File: src/kwu_pkg.sv
// constants for the keypad wake unit: register map, fields, reset values
package kwu_pkg;
  localparam int unsigned ADDR_W   = 12;
  localparam int unsigned DATA_W   = 32;
  localparam int unsigned PIN_N    = 8;
  localparam int unsigned EVT_W    = 2;
  // register byte addresses
  localparam logic [11:0] OFS_SC   = 12'h000;
  localparam logic [11:0] OFS_PE   = 12'h004;
  localparam logic [11:0] OFS_EVT  = 12'h008;
  localparam logic [11:0] OFS_MSK  = 12'h00C;
  // keypad_status_control fields
  localparam int unsigned SC_POL_LSB = 4;
  localparam int unsigned SC_POL_MSB = 7;
  localparam int unsigned SC_PEND    = 3;
  localparam int unsigned SC_ACK     = 2;
  localparam int unsigned SC_IEN     = 1;
  localparam int unsigned SC_MODE    = 0;
  localparam int unsigned UPPER_LSB  = 4;
  // event status / mask fields
  localparam int unsigned EVT_TRIG   = 0;
  localparam int unsigned EVT_WAKE   = 1;
  // reset values
  localparam logic [3:0]  RST_POL    = 4'h0;
  localparam logic [7:0]  RST_PE     = 8'h00;
  localparam logic [1:0]  RST_EVT    = 2'h0;
  localparam logic [1:0]  RST_MSK    = 2'h0;
  localparam logic [31:0] RST_RDATA  = 32'h0000_0000;
endpackage

File: src/kwu_top.sv
// keypad wake unit: pin edge/level trigger logic behind an APB register slave
//
// The implementer's own choices: the placing of the registers and the APB register port.
`timescale 1ns/1ps
module kwu_top
(
  input  wire logic        MCLK_I,
  input  wire logic        RST_I,
  input  wire logic        CE_I,
  input  wire logic        PSEL_I,
  input  wire logic        PENABLE_I,
  input  wire logic        PWRITE_I,
  input  wire logic [11:0] PADDR_I,
  input  wire logic [31:0] PWDATA_I,
  output logic      [31:0] PRDATA_O,
  output logic             PREADY_O,
  output logic             PSLVERR_O,
  input  wire logic [7:0]  KEY_I,
  input  wire logic        STOP_I,
  output logic             REQ_O,
  output logic             WAKE_O,
  output logic             IRQ_O
);

  function automatic logic addr_hit(input logic [11:0] a);
    addr_hit = (a == kwu_pkg::OFS_SC) || (a == kwu_pkg::OFS_PE) ||
               (a == kwu_pkg::OFS_EVT) || (a == kwu_pkg::OFS_MSK);
  endfunction

  // asserted level of each pin; pins 3:0 are always active low
  function automatic logic [7:0] asserted(input logic [7:0] pins, input logic [3:0] pol);
    asserted = {pins[7:4] ~^ pol, ~pins[3:0]};
  endfunction

  logic [3:0]  pol_ff;
  logic        ien_ff;
  logic        mode_ff;
  logic        pend_ff;
  logic [7:0]  pe_ff;
  logic [1:0]  evt_ff;
  logic [1:0]  msk_ff;
  logic [7:0]  asrt_prev_ff;
  logic [31:0] prdata_ff;
  logic        rd_held_ff;

  logic        setup;
  logic        wr_en;
  logic        sc_wr;
  logic        ack_wr;
  logic        rd_take;
  logic        rd_done;
  logic [7:0]  asrt;
  logic        any_prev;
  logic        edge_hit;
  logic        level_hit;
  logic        pend_set;
  logic        nxt_pend;
  logic [1:0]  evt_set;
  logic [1:0]  nxt_evt;
  logic [31:0] nxt_rdata;

  // apb slave: writes take no wait state, a read waits until its data is latched
  assign setup     = PSEL_I && !PENABLE_I;
  assign wr_en     = PSEL_I && PENABLE_I && PWRITE_I && CE_I;
  assign sc_wr     = wr_en && (PADDR_I == kwu_pkg::OFS_SC);
  assign ack_wr    = sc_wr && PWDATA_I[kwu_pkg::SC_ACK];
  assign rd_take   = CE_I && PSEL_I && !PWRITE_I && !(PENABLE_I && rd_held_ff);
  assign rd_done   = CE_I && PSEL_I && PENABLE_I && !PWRITE_I && rd_held_ff;
  assign PREADY_O  = CE_I && (PWRITE_I || !PENABLE_I || rd_held_ff);
  assign PSLVERR_O = PSEL_I && PENABLE_I && !addr_hit(PADDR_I);
  assign PRDATA_O  = prdata_ff;

  // disabled pins read as deasserted
  assign asrt      = asserted(KEY_I, pol_ff) & pe_ff;
  assign any_prev  = |asrt_prev_ff;

  // rising or falling edge: deasserted last cycle, asserted now
  always_comb
  begin
    if (STOP_I)
      edge_hit = 1'b0;
    else if (mode_ff)
      edge_hit = |asrt && !any_prev;
    else
      edge_hit = |(asrt & ~asrt_prev_ff);
  end

  assign level_hit = mode_ff && |asrt && !STOP_I;
  assign pend_set  = edge_hit || level_hit;

  // a set in the same cycle as an acknowledge wins
  always_comb
  begin
    nxt_pend = pend_ff;
    if (ack_wr)
      nxt_pend = 1'b0;
    if (pend_set)
      nxt_pend = 1'b1;
  end

  // stop mode wake is combinational so it works with the clock halted
  assign WAKE_O = STOP_I && |asrt;
  assign REQ_O  = pend_ff && ien_ff;
  assign IRQ_O  = |(evt_ff & msk_ff);

  always_ff @(posedge MCLK_I)
  begin
    if (RST_I)
      asrt_prev_ff <= 8'h00;
    else if (CE_I)
      asrt_prev_ff <= asrt;
  end

  always_ff @(posedge MCLK_I)
  begin
    if (RST_I)
      pend_ff <= 1'b0;
    else if (CE_I)
      pend_ff <= nxt_pend;
  end

  // status/control writable fields
  always_ff @(posedge MCLK_I)
  begin
    if (RST_I)
    begin
      pol_ff  <= kwu_pkg::RST_POL;
      ien_ff  <= 1'b0;
      mode_ff <= 1'b0;
    end
    else if (sc_wr)
    begin
      pol_ff  <= PWDATA_I[kwu_pkg::SC_POL_MSB:kwu_pkg::SC_POL_LSB];
      ien_ff  <= PWDATA_I[kwu_pkg::SC_IEN];
      mode_ff <= PWDATA_I[kwu_pkg::SC_MODE];
    end
  end

  always_ff @(posedge MCLK_I)
  begin
    if (RST_I)
      pe_ff <= kwu_pkg::RST_PE;
    else if (wr_en && (PADDR_I == kwu_pkg::OFS_PE))
      pe_ff <= PWDATA_I[7:0];
  end

  always_ff @(posedge MCLK_I)
  begin
    if (RST_I)
      msk_ff <= kwu_pkg::RST_MSK;
    else if (wr_en && (PADDR_I == kwu_pkg::OFS_MSK))
      msk_ff <= PWDATA_I[1:0];
  end

  // sticky events, write one to clear, set wins over clear
  assign evt_set = {WAKE_O, pend_set && !pend_ff};

  always_comb
  begin
    nxt_evt = evt_ff;
    if (wr_en && (PADDR_I == kwu_pkg::OFS_EVT))
      nxt_evt = evt_ff & ~PWDATA_I[1:0];
    nxt_evt = nxt_evt | evt_set;
  end

  always_ff @(posedge MCLK_I)
  begin
    if (RST_I)
      evt_ff <= kwu_pkg::RST_EVT;
    else if (CE_I)
      evt_ff <= nxt_evt;
  end

  // a setup frozen by a low clock enable latched nothing, so the access waits a cycle
  always_ff @(posedge MCLK_I)
  begin
    if (RST_I)
      rd_held_ff <= 1'b0;
    else if (CE_I)
    begin
      if (rd_take)
        rd_held_ff <= 1'b1;
      else if (rd_done || !PSEL_I)
        rd_held_ff <= 1'b0;
    end
  end

  // read data captured before the access cycle answers
  always_comb
  begin
    nxt_rdata = kwu_pkg::RST_RDATA;
    case (PADDR_I)
      kwu_pkg::OFS_SC:
      begin
        nxt_rdata[kwu_pkg::SC_POL_MSB:kwu_pkg::SC_POL_LSB] = pol_ff;
        nxt_rdata[kwu_pkg::SC_PEND] = pend_ff;
        nxt_rdata[kwu_pkg::SC_ACK]  = 1'b0;
        nxt_rdata[kwu_pkg::SC_IEN]  = ien_ff;
        nxt_rdata[kwu_pkg::SC_MODE] = mode_ff;
      end
      kwu_pkg::OFS_PE:  nxt_rdata[7:0] = pe_ff;
      kwu_pkg::OFS_EVT: nxt_rdata[1:0] = evt_ff;
      kwu_pkg::OFS_MSK: nxt_rdata[1:0] = msk_ff;
      default:          nxt_rdata = kwu_pkg::RST_RDATA;
    endcase
  end

  always_ff @(posedge MCLK_I)
  begin
    if (RST_I)
      prdata_ff <= kwu_pkg::RST_RDATA;
    else if (rd_take)
      prdata_ff <= nxt_rdata;
  end
endmodule

File: config.mk
export PLATFORM = sky130hd
export DESIGN_NAME = kwu_top
export DESIGN_NICKNAME = d
export VERILOG_FILES = /design/src/kwu_pkg.sv /design/src/kwu_top.sv
export SDC_FILE = /design/constraint.sdc
export NUM_CORES = 1
export LEC_CHECK = 0
export BUFFER_PORTS_ARGS = -buffer_cell sky130_fd_sc_hd__buf_2
export CAP_MARGIN = 20
export CORE_UTILIZATION = 46
export CTS_CLUSTER_DIAMETER = 40
export DETAILED_ROUTE_END_ITERATION = 6
export PLACE_DENSITY_LB_ADDON = 0.05
export REMOVE_ABC_BUFFERS = 1
export SYNTH_ARGS = -nofsm -noshare
export SYNTH_HDL_FRONTEND = slang
export SYNTH_SLANG_ARGS = --single-unit
export TNS_END_PERCENT = 50
File: constraint.sdc
create_clock -name MCLK_I -period 2.3 [get_ports MCLK_I]
set_clock_uncertainty 0.15 [all_clocks]
set_input_delay 0.23 -clock MCLK_I [delete_from_list [all_inputs] [get_ports MCLK_I]]
set_output_delay 0.23 -clock MCLK_I [all_outputs]
set_load 0.03 [all_outputs]
==> results of run 1 <==
[area by class of cell]
| cell class | count | area, µm² | share of cell area (%) |
|---|---|---|---|
| well taps | 50 | 62.56 | 2.814 |
| repair buffers | 52 | 272.8 | 12.27 |
| flip-flops and latches | 36 | 720.7 | 32.41 |
| multi-input cells | 154 | 1037 | 46.65 |
| inverters | 9 | 33.78 | 1.519 |
| clock buffers | 7 | 96.34 | 4.333 |
[where the power goes]
part           switching (mW)  internal (mW)
Clock                   0.208          0.266
Combinational           0.107         0.0384
Sequential            0.00106          0.624
Total                   0.316          0.929
[metal layers]
metal  global-route usage, %  vias to the layer above
li1                        -                      778
met1                   26.97                      706
met2                   31.94                       53
met3                   4.623                        5
met4                   7.181                        0
met5                       0                        -
[per-stage QoR]
stage | std cells | util (%) | hold slack (ps)
finish | 308 | 55.58 | 43.31
global route | 308 | 55.58 | 50.59
CTS | 308 | 55.58 | 38.05
detailed placement | 301 | 53.17 | 315.0
global placement | 301 | 53.17 | 312.3
floorplan | 199 | - | 149.1
[worst max-delay path: stages (launching register included)]
cell and delay [ps]:
dfxtp_1 360, nor2b_1 170, nor4_1 420, a31oi_1 200, buf_2 210
[cells in the final DEF, fill, tap and decap left out, types with 3 or more instances in the layout]
cell,instances
a21oi_1,7
a22oi_1,7
a32oi_1,3
buf_2,47
buf_4,5
clkbuf_8,7
conb_1,24
dfxtp_1,36
inv_1,9
mux2_2,5
mux2i_1,20
nand2_1,3
nand2b_1,4
nand3_1,5
nand4_1,3
nor2_1,29
nor2b_1,8
nor3_1,3
nor3b_1,5
xnor2_1,4
[worst paths after layout]
kind | startpoint | end | slack (ps) | depth (start not counted)
max reg2reg | pe_ff[1]$_SDFFE_PP0P_ | evt_ff[0]$_SDFFE_PP0P_ | 600 | 5
min | PWDATA_I[3] | pe_ff[3]$_SDFFE_PP0P_ | 40 | 3
max | pe_ff[0]$_SDFFE_PP0P_ | WAKE_O | 280 | 4
min reg2reg | asrt_prev_ff[7]$_SDFFE_PP0P_ | asrt_prev_ff[7]$_SDFFE_PP0P_ | 320 | 2
[registers in the layout, summed over array words and instances (netlist names)]
name          count
mode_ff           1
rd_held_ff        1
pe_ff             8
asrt_prev_ff      8
PRDATA_O          8
ien_ff            1
evt_ff            2
pol_ff            4
msk_ff            2
pend_ff           1
[cell families (layout without fill, tap and decap cells)]
kind of cell	after synthesis	in the layout	synth area share, %
compound gates	26	26	9.540
xor+xnor	4	4	1.817
buf+inv	42	68	13.30
flops	36	36	37.38
mux	27	27	15.64
other cells	1	24	0.1945
simple gates	73	73	22.13
==> impl_metrics.py, run 1 <==
metrics = {
    "global_route": {
        "grt_max_degree": 26,
        "grt_pass1_vias": 1311,
        "track_usage_pct": 20.31,
        "grt_antenna_before_repair": 0,
        "grt_pass1_wl_um": 6458,
        "overflow": 0,
    },
    "sta": {
        "period_minus_slack_ps": 2021,
        "maxSlewViolCount": 0,
        "fin_setup_tns_ps": 0,
        "fin_crit_sh_pct": 87.87,
        "maxSlewHeadroom_pct": 65.22,
        "finalSetupViolCount": 0,
        "timing.final.ws_setup_ps": 279.1,
        "fmax_ghz": 0.4948,
        "tightest_slew_ps": 508.6,
        "hold_viol": 0,
        "rsz0062_at_grt": "false",
    },
    "power": {
        "peakVddDrop_mv": 0.4357,
        "power_density_mw_per_mm2": 560.2,
        "fin_total_pwr_mw": 1.246,
        "p_leak_nw": 0.9302,
    },
    "clock_network": {
        "cts_tree": "yes",
        "cts_root_buf": "clkbuf_8",
        "postCtsSetupRepairBufs": 0,
        "numCtsBuffers": 5,
        "cts_num_sinks": 36,
        "clock_latency_ps": 280,
        "clk_pin_slew_ps": 70,
        "cts_resized": 0,
        "cts.hold.buffers_added": 0,
        "ctsLongestPathBuffers": 2,
        "htree_levels": 2,
    },
    "routing": {
        "postRouteAntennaNets": 0,
        "dr_wl_met3_um": 185,
        "drt-pass1-iter-count": 4,
        "wl_per_cell_um": 13.55,
        "wl_um": 4173,
        "drtIter0Drc": 73,
        "drc": 0,
        "met2_length_um": 1933,
        "num_vias": 1542,
        "met1Wirelength_um": 2010,
        "viasPerCell": 5.006,
        "top_layer": "met4",
    },
    "synthesis": {
        "synth.top_cell.area_share_pct": 37.38,
        "yosys_warnings": 0,
        "synth_area_leaders": "dfxtp_1 37%, mux2i_1 10%, buf_4 9.3%, nor2_1 5.6%, mux2_2 2.9%",
        "synth_top_area_cell": "dfxtp_1",
        "yosys-top-cells-count": "36 x dfxtp_1, 29 x nor2_1, 24 x buf_4",
        "netlist_area_mm2": 0.001928,
        "synth.avg_cell_area_um2": 9.225,
        "ys_seq_area_share_pct": 37.38,
        "yosysUniqueCellTypes": 41,
        "synth_ff_type": "dfxtp_1",
        "async_flop_share_pct": 0,
        "synth_edf_count": 0,
        "synth.most_common_cell": "dfxtp_1",
        "synthCells": 209,
        "ys_ff_latch": 36,
    },
    "flow_run": {
        "max_cap_violations": 0,
    },
    "critical_path": {
        "cp.required_ps": 1920,
        "start_kind": "flip-flop",
        "path_class": "flip-flop to output port",
        "crit_arrival_ps": 1640,
        "critPathCaptureType": "output port",
        "worst-path-max-fanout": 4,
    },
    "floorplanning": {
        "ios": 96,
        "die_area_mm2": 0.004454,
        "dieWidth_um": 66.74,
        "initial_core_util_pct": 48.20,
        "die_height_um": 66.74,
        "core_area_mm2": 0.004000,
        "placement_rows": 23,
    },
    "status": {
        "status": "finished, final reports clean",
    },
    "finish": {
        "final_area_mm2": 0.002223,
        "drive_gt1_share_pct": 27.91,
        "syn_to_final_growth_pct": 15.31,
        "nFillCells": 421,
        "layout.nets": 317,
        "n_antenna_cell": 0,
    },
    "worst_hold_path": {
        "hp-class": "input pin to flip-flop",
    },
    "placement": {
        "place_area_mm2": 0.002127,
        "place_congestion": 0.7753,
        "io_buffer_count": 47,
        "place_ws_ps": 353.2,
        "dp_hpwl_um": 3135,
    },
}
No activity file was read; power rests on OpenSTA's default activity.
==> run 2: changes to the inputs <==
--- a/config.mk
+++ b/config.mk
@@ -5,6 +5,7 @@
 export SDC_FILE = /design/constraint.sdc
 export NUM_CORES = 1
 export LEC_CHECK = 0
+export ABC_AREA = 1
 export BUFFER_PORTS_ARGS = -buffer_cell sky130_fd_sc_hd__buf_2
 export CAP_MARGIN = 20
 export CORE_UTILIZATION = 46
==> constraint.sdc (replaced) <==
create_clock -name MCLK_I -period 2.3 [get_ports MCLK_I]
set_clock_uncertainty 0.15 [all_clocks]
set_input_delay 0.23 -clock MCLK_I [delete_from_list [all_inputs] [get_ports MCLK_I]]
set_output_delay 0.23 -clock MCLK_I [all_outputs]
set_load 0.02 [all_outputs]
==> impl_metrics.py, run 2 <==
metrics = {
    "status": {
        "status": "finished, final reports clean",
    },
    "routing": {
        "top_layer": "met4",
        "wl_um": 4533,
        "drt-pass1-iter-count": 4,
        "viasPerCell": 4.889,
        "postRouteAntennaNets": 0,
        "drc": 0,
        "met1Wirelength_um": 2191,
        "num_vias": 1902,
        "met2_length_um": 2003,
        "dr_wl_met3_um": 251,
        "drtIter0Drc": 73,
        "wl_per_cell_um": 11.65,
    },
    "power": {
        "p_leak_nw": 1.088,
        "peakVddDrop_mv": 0.3719,
        "power_density_mw_per_mm2": 580.0,
    },
    "synthesis": {
        "synth_area_leaders": "dfxtp_1 35%, buf_4 9.2%, inv_1 8.5%, nand2_1 7.7%, a21oi_1 7.6%",
        "ys_seq_area_share_pct": 35.34,
        "synthCells": 289,
        "yosys_warnings": 0,
        "synth.most_common_cell": "inv_1",
        "yosys-top-cells-count": "46 x inv_1, 42 x nand2_1, 36 x dfxtp_1",
        "synth.top_cell.area_share_pct": 35.34,
        "synth_edf_count": 0,
        "synth.avg_cell_area_um2": 7.057,
        "ys_ff_latch": 36,
        "async_flop_share_pct": 0,
        "synth_top_area_cell": "dfxtp_1",
        "netlist_area_mm2": 0.002039,
        "synth_ff_type": "dfxtp_1",
        "yosysUniqueCellTypes": 30,
    },
    "clock_network": {
        "clock_latency_ps": 290,
        "htree_levels": 2,
        "postCtsSetupRepairBufs": 0,
        "numCtsBuffers": 5,
        "ctsLongestPathBuffers": 2,
        "cts_num_sinks": 36,
        "cts_tree": "yes",
        "clk_pin_slew_ps": 70,
        "cts.hold.buffers_added": 0,
        "cts_root_buf": "clkbuf_8",
        "cts_resized": 0,
    },
    "global_route": {
        "track_usage_pct": 21.78,
        "grt_pass1_wl_um": 7362,
        "grt_antenna_before_repair": 0,
        "overflow": 0,
        "grt_max_degree": 19,
        "grt_pass1_vias": 1606,
    },
    "placement": {
        "dp.cells": 381,
        "io_buffer_count": 47,
        "place_congestion": 0.7694,
        "dp_hpwl_um": 3377,
        "place_ws_ps": 567.9,
    },
    "flow_run": {
        "max_cap_violations": 0,
    },
    "sta": {
        "maxSlewViolCount": 0,
        "hold_viol": 0,
        "period_minus_slack_ps": 2024,
        "timing.final.ws_setup_ps": 276.4,
        "finalSetupViolCount": 0,
        "fin_crit_sh_pct": 87.98,
        "fmax_ghz": 0.4942,
        "fin_setup_tns_ps": 0,
        "rsz0062_at_grt": "false",
    },
    "floorplanning": {
        "dieWidth_um": 68.59,
        "ios": 96,
        "core_area_mm2": 0.004115,
        "die_height_um": 68.59,
        "die_area_mm2": 0.004704,
        "placement_rows": 23,
        "initial_core_util_pct": 49.56,
    },
    "critical_path": {
        "path_class": "flip-flop to output port",
        "worst-path-max-fanout": 3,
        "r2r_start": "pol_ff[0]$_SDFFE_PP0N_",
        "r2r_slack_ps": 710,
        "critPathCaptureType": "output port",
        "setup.worst_path.start": "pol_ff[0]$_SDFFE_PP0N_",
        "start_kind": "flip-flop",
        "cp.required_ps": 1920,
        "crit_arrival_ps": 1640,
    },
    "worst_hold_path": {
        "min-delay-start": "PWDATA_I[4]",
        "hp-class": "input pin to flip-flop",
    },
    "finish": {
        "drive_gt1_share_pct": 23.01,
        "final_cells": 389,
        "syn_to_final_growth_pct": 14.48,
        "post-route-util_pct": 56.73,
        "final_common_cell": "buf_2",
        "n_antenna_cell": 0,
        "nFillCells": 410,
        "layout.nets": 397,
        "final_cell_mix": "47 x buf_2, 46 x inv_1, 42 x nand2_1",
    },
}
==> run 2: cell count changes after synthesis, moves of 10 or more <==
cell / previous run / this run
mux2i_1: 20 / 0
nand3_1: 5 / 17
o21ai_0: 2 / 21
inv_1: 9 / 46
nand2_1: 3 / 42
a21oi_1: 7 / 31
nor2_1: 29 / 14
o21ai_1: 0 / 10
==> run 2: area by class of cell <==
class	count	area [µm²]	share of cell area [%]
clock buffers	5	68.82	2.947
well taps	50	62.56	2.680
clock inverters	3	42.54	1.822
multi-input cells	194	984.7	42.18
flip-flops and latches	36	720.7	30.87
repair buffers	51	265.3	11.36
inverters	50	190.2	8.146
==> run 2: routing by layer <==
layer  GRT usage, %  vias to the layer above
met5              0                        -
met4          9.115                        0
met3          4.605                        9
met2          35.29                       70
met1          27.84                      831
li1               -                      992
==> run 2: cells by family after synthesis <==
family / synth area share, %
AOI/OAI and AO/OA: 19.63
buffers and inverters: 20.61
DFF: 35.34
other: 0.1839
and+or+nand+nor: 24.23
==> run 2: worst paths after layout <==
path | endpoint | cells past startpoint
worst max-delay path | WAKE_O | 7
worst min-delay path | pe_ff[4]$_SDFFE_PP0P_ | 3
worst max register to register | evt_ff[1]$_SDFFE_PP0P_ | 8
worst min register to register | PRDATA_O[2]$_SDFFE_PP0P_ | 2
==> run 2: where the power goes <==
part | switching, mW | leakage [nW] | internal, mW
Clock | 0.236 | 0.0541 | 0.321
Sequential | 0.00445 | 0.292 | 0.633
Combinational | 0.111 | 0.742 | 0.0487
==> run 2: critical path: stages (launching register included) <==
cell      delay (ps)
dfxtp_1          350
inv_1             60
nand2_1           70
nand2_1           50
nor2_1           150
nor2_1            90
a21boi_0         330
buf_2            240
==> run 2: metrics by stage <==
stage          instance area [µm²]  power [mW]  hold WS, ps
4_1_cts                       2335       1.364        57.19
2_1_floorplan                 1896      0.7460        149.1
6_report                      2335       1.354        60.64
3_3_place_gp                  2223      0.8094        300.1
5_1_grt                       2335       1.420        72.42
3_5_place_dp                  2223      0.8108        302.7
==> run 3: changes to the inputs <==
--- a/config.mk
+++ b/config.mk
@@ -12,6 +12,7 @@
 export CTS_CLUSTER_DIAMETER = 40
 export DETAILED_ROUTE_END_ITERATION = 6
 export PLACE_DENSITY_LB_ADDON = 0.05
+export RECOVER_POWER = 25
 export REMOVE_ABC_BUFFERS = 1
 export SYNTH_ARGS = -nofsm -noshare
 export SYNTH_HDL_FRONTEND = slang
==> impl_metrics.py, run 3 (synthesis gave the netlist of run 2 again) <==
metrics = {
    "status": {
        "status": "finished, final reports clean",
    },
    "clock_network": {
        "numCtsBuffers": 5,
        "cts_tree": "yes",
        "clock_latency_ps": 290,
        "htree_levels": 2,
        "ctsLongestPathBuffers": 2,
        "cts.hold.buffers_added": 0,
        "cts_resized": 0,
        "cts_num_sinks": 36,
        "cts_root_buf": "clkbuf_8",
        "postCtsSetupRepairBufs": 0,
        "clk_pin_slew_ps": 70,
    },
    "placement": {
        "io_buffer_count": 47,
        "place_ws_ps": 567.9,
        "place_congestion": 0.7694,
        "dp_hpwl_um": 3377,
    },
    "critical_path": {
        "start_kind": "flip-flop",
        "ff2ff_path_depth": 8,
        "r2r_slack_ps": 710,
        "rr_endpoint": "evt_ff[1]$_SDFFE_PP0P_",
        "path_class": "flip-flop to output port",
        "worst-path-max-fanout": 3,
        "critPathCaptureType": "output port",
        "cp.required_ps": 1920,
        "crit_arrival_ps": 1640,
        "r2r_start": "pol_ff[0]$_SDFFE_PP0N_",
    },
    "sta": {
        "timing.final.ws_setup_ps": 276.5,
        "hold_viol": 0,
        "hold_slack_ps": 60.65,
        "maxSlewHeadroom_pct": 64.68,
        "fmax_ghz": 0.4942,
        "maxSlewViolCount": 0,
        "tightest_slew_ps": 529.9,
        "rsz0062_at_grt": "false",
        "fin_setup_tns_ps": 0,
        "period_minus_slack_ps": 2024,
        "fin_crit_sh_pct": 87.98,
        "finalSetupViolCount": 0,
    },
    "routing": {
        "viasPerCell": 4.895,
        "drc": 0,
        "num_vias": 1904,
        "wl_per_cell_um": 11.65,
        "postRouteAntennaNets": 0,
        "wl_um": 4533,
        "drtIter0Drc": 72,
        "drt-pass1-iter-count": 4,
    },
    "floorplanning": {
        "die_height_um": 68.59,
        "placement_rows": 23,
        "die_area_mm2": 0.004704,
        "dieWidth_um": 68.59,
        "ios": 96,
        "initial_core_util_pct": 49.56,
        "core_area_mm2": 0.004115,
    },
    "global_route": {
        "grt_antenna_before_repair": 0,
        "grt_pass1_wl_um": 7362,
        "track_usage_pct": 21.78,
        "grt_max_degree": 19,
        "overflow": 0,
        "grt_pass1_vias": 1606,
    },
    "finish": {
        "final_common_cell": "inv_1",
        "layout.nets": 397,
        "final_cell_mix": "46 x inv_1, 43 x nand2_1, 40 x buf_2",
        "n_antenna_cell": 0,
        "drive_gt1_share_pct": 20.65,
        "post-route-util_pct": 56.46,
        "syn_to_final_growth_pct": 13.93,
    },
    "power": {
        "peakVddDrop_mv": 0.3708,
        "power_density_mw_per_mm2": 582.1,
        "p_leak_nw": 1.059,
    },
    "worst_hold_path": {
        "hp-class": "input pin to flip-flop",
        "min-delay-start": "PWDATA_I[4]",
        "holdPathStages": 3,
        "worstHoldEndpoint": "pe_ff[4]$_SDFFE_PP0P_",
    },
    "flow_run": {
        "max_cap_violations": 0,
    },
}
-- run 3: cell types whose count changed in the layout (fill, tap and decap cells not counted) --
cell / delta
nand2_1: +1
clkbuf_1: +7
buf_2: -7
nand2_2: -1
-- run 3: area by class of cell --
| cell class | instances | area (µm²) |
|---|---|---|
| inverters | 50 | 190.2 |
| well taps | 50 | 62.56 |
| fillers | 416 | 1792 |
| multi-input cells | 194 | 982.2 |
| clock inverters | 3 | 42.54 |
| repair buffers | 51 | 256.5 |
| clock buffers | 5 | 68.82 |
| flip-flops and latches | 36 | 720.7 |
-- run 3: worst max path at each step --
stage	from	endpoint	cells past startpoint
2_1_floorplan	pol_ff[0]$_SDFFE_PP0N_	evt_ff[1]$_SDFFE_PP0P_	8
3_3_place_gp	PADDR_I[9]	pe_ff[1]$_SDFFE_PP0P_	7
3_5_place_dp	PADDR_I[1]	pe_ff[1]$_SDFFE_PP0P_	7
4_1_cts	pol_ff[0]$_SDFFE_PP0N_	WAKE_O	7
5_1_grt	pol_ff[1]$_SDFFE_PP0N_	WAKE_O	7
6_report	pol_ff[0]$_SDFFE_PP0N_	WAKE_O	7
-- run 3: per-stage QoR --
stage	total power, mW	cells	cell area [µm²]
4_1_cts	1.364	389	2335
5_1_grt	1.418	389	2323
6_report	1.353	389	2323
3_5_place_dp	0.8108	381	2223
3_3_place_gp	0.8094	381	2223
2_1_floorplan	0.7460	280	1896
-- run 3: routing by layer --
layer / vias to the layer above / wire [µm] / global-route usage, %
li1: 992 / - / -
met1: 833 / 2195 / 27.84
met4: 0 / 87 / 9.115
met2: 70 / 2000 / 35.29
met3: 9 / 251 / 4.605
met5: - / 0 / 0
-- run 3: power breakdown --
group / leakage [nW] / internal [mW] / switching [mW]
Sequential: 0.292 / 0.633 / 0.00455
Clock: 0.0541 / 0.321 / 0.236
Combinational: 0.713 / 0.0474 / 0.111
-- run 3: worst max-delay path, cell delays in order (launching register included) --
cell and delay, ps:
dfxtp_1 350, inv_1 60, nand2_1 70, nand2_1 50
nor2_1 150, nor2_1 90, a21boi_0 330, buf_2 240
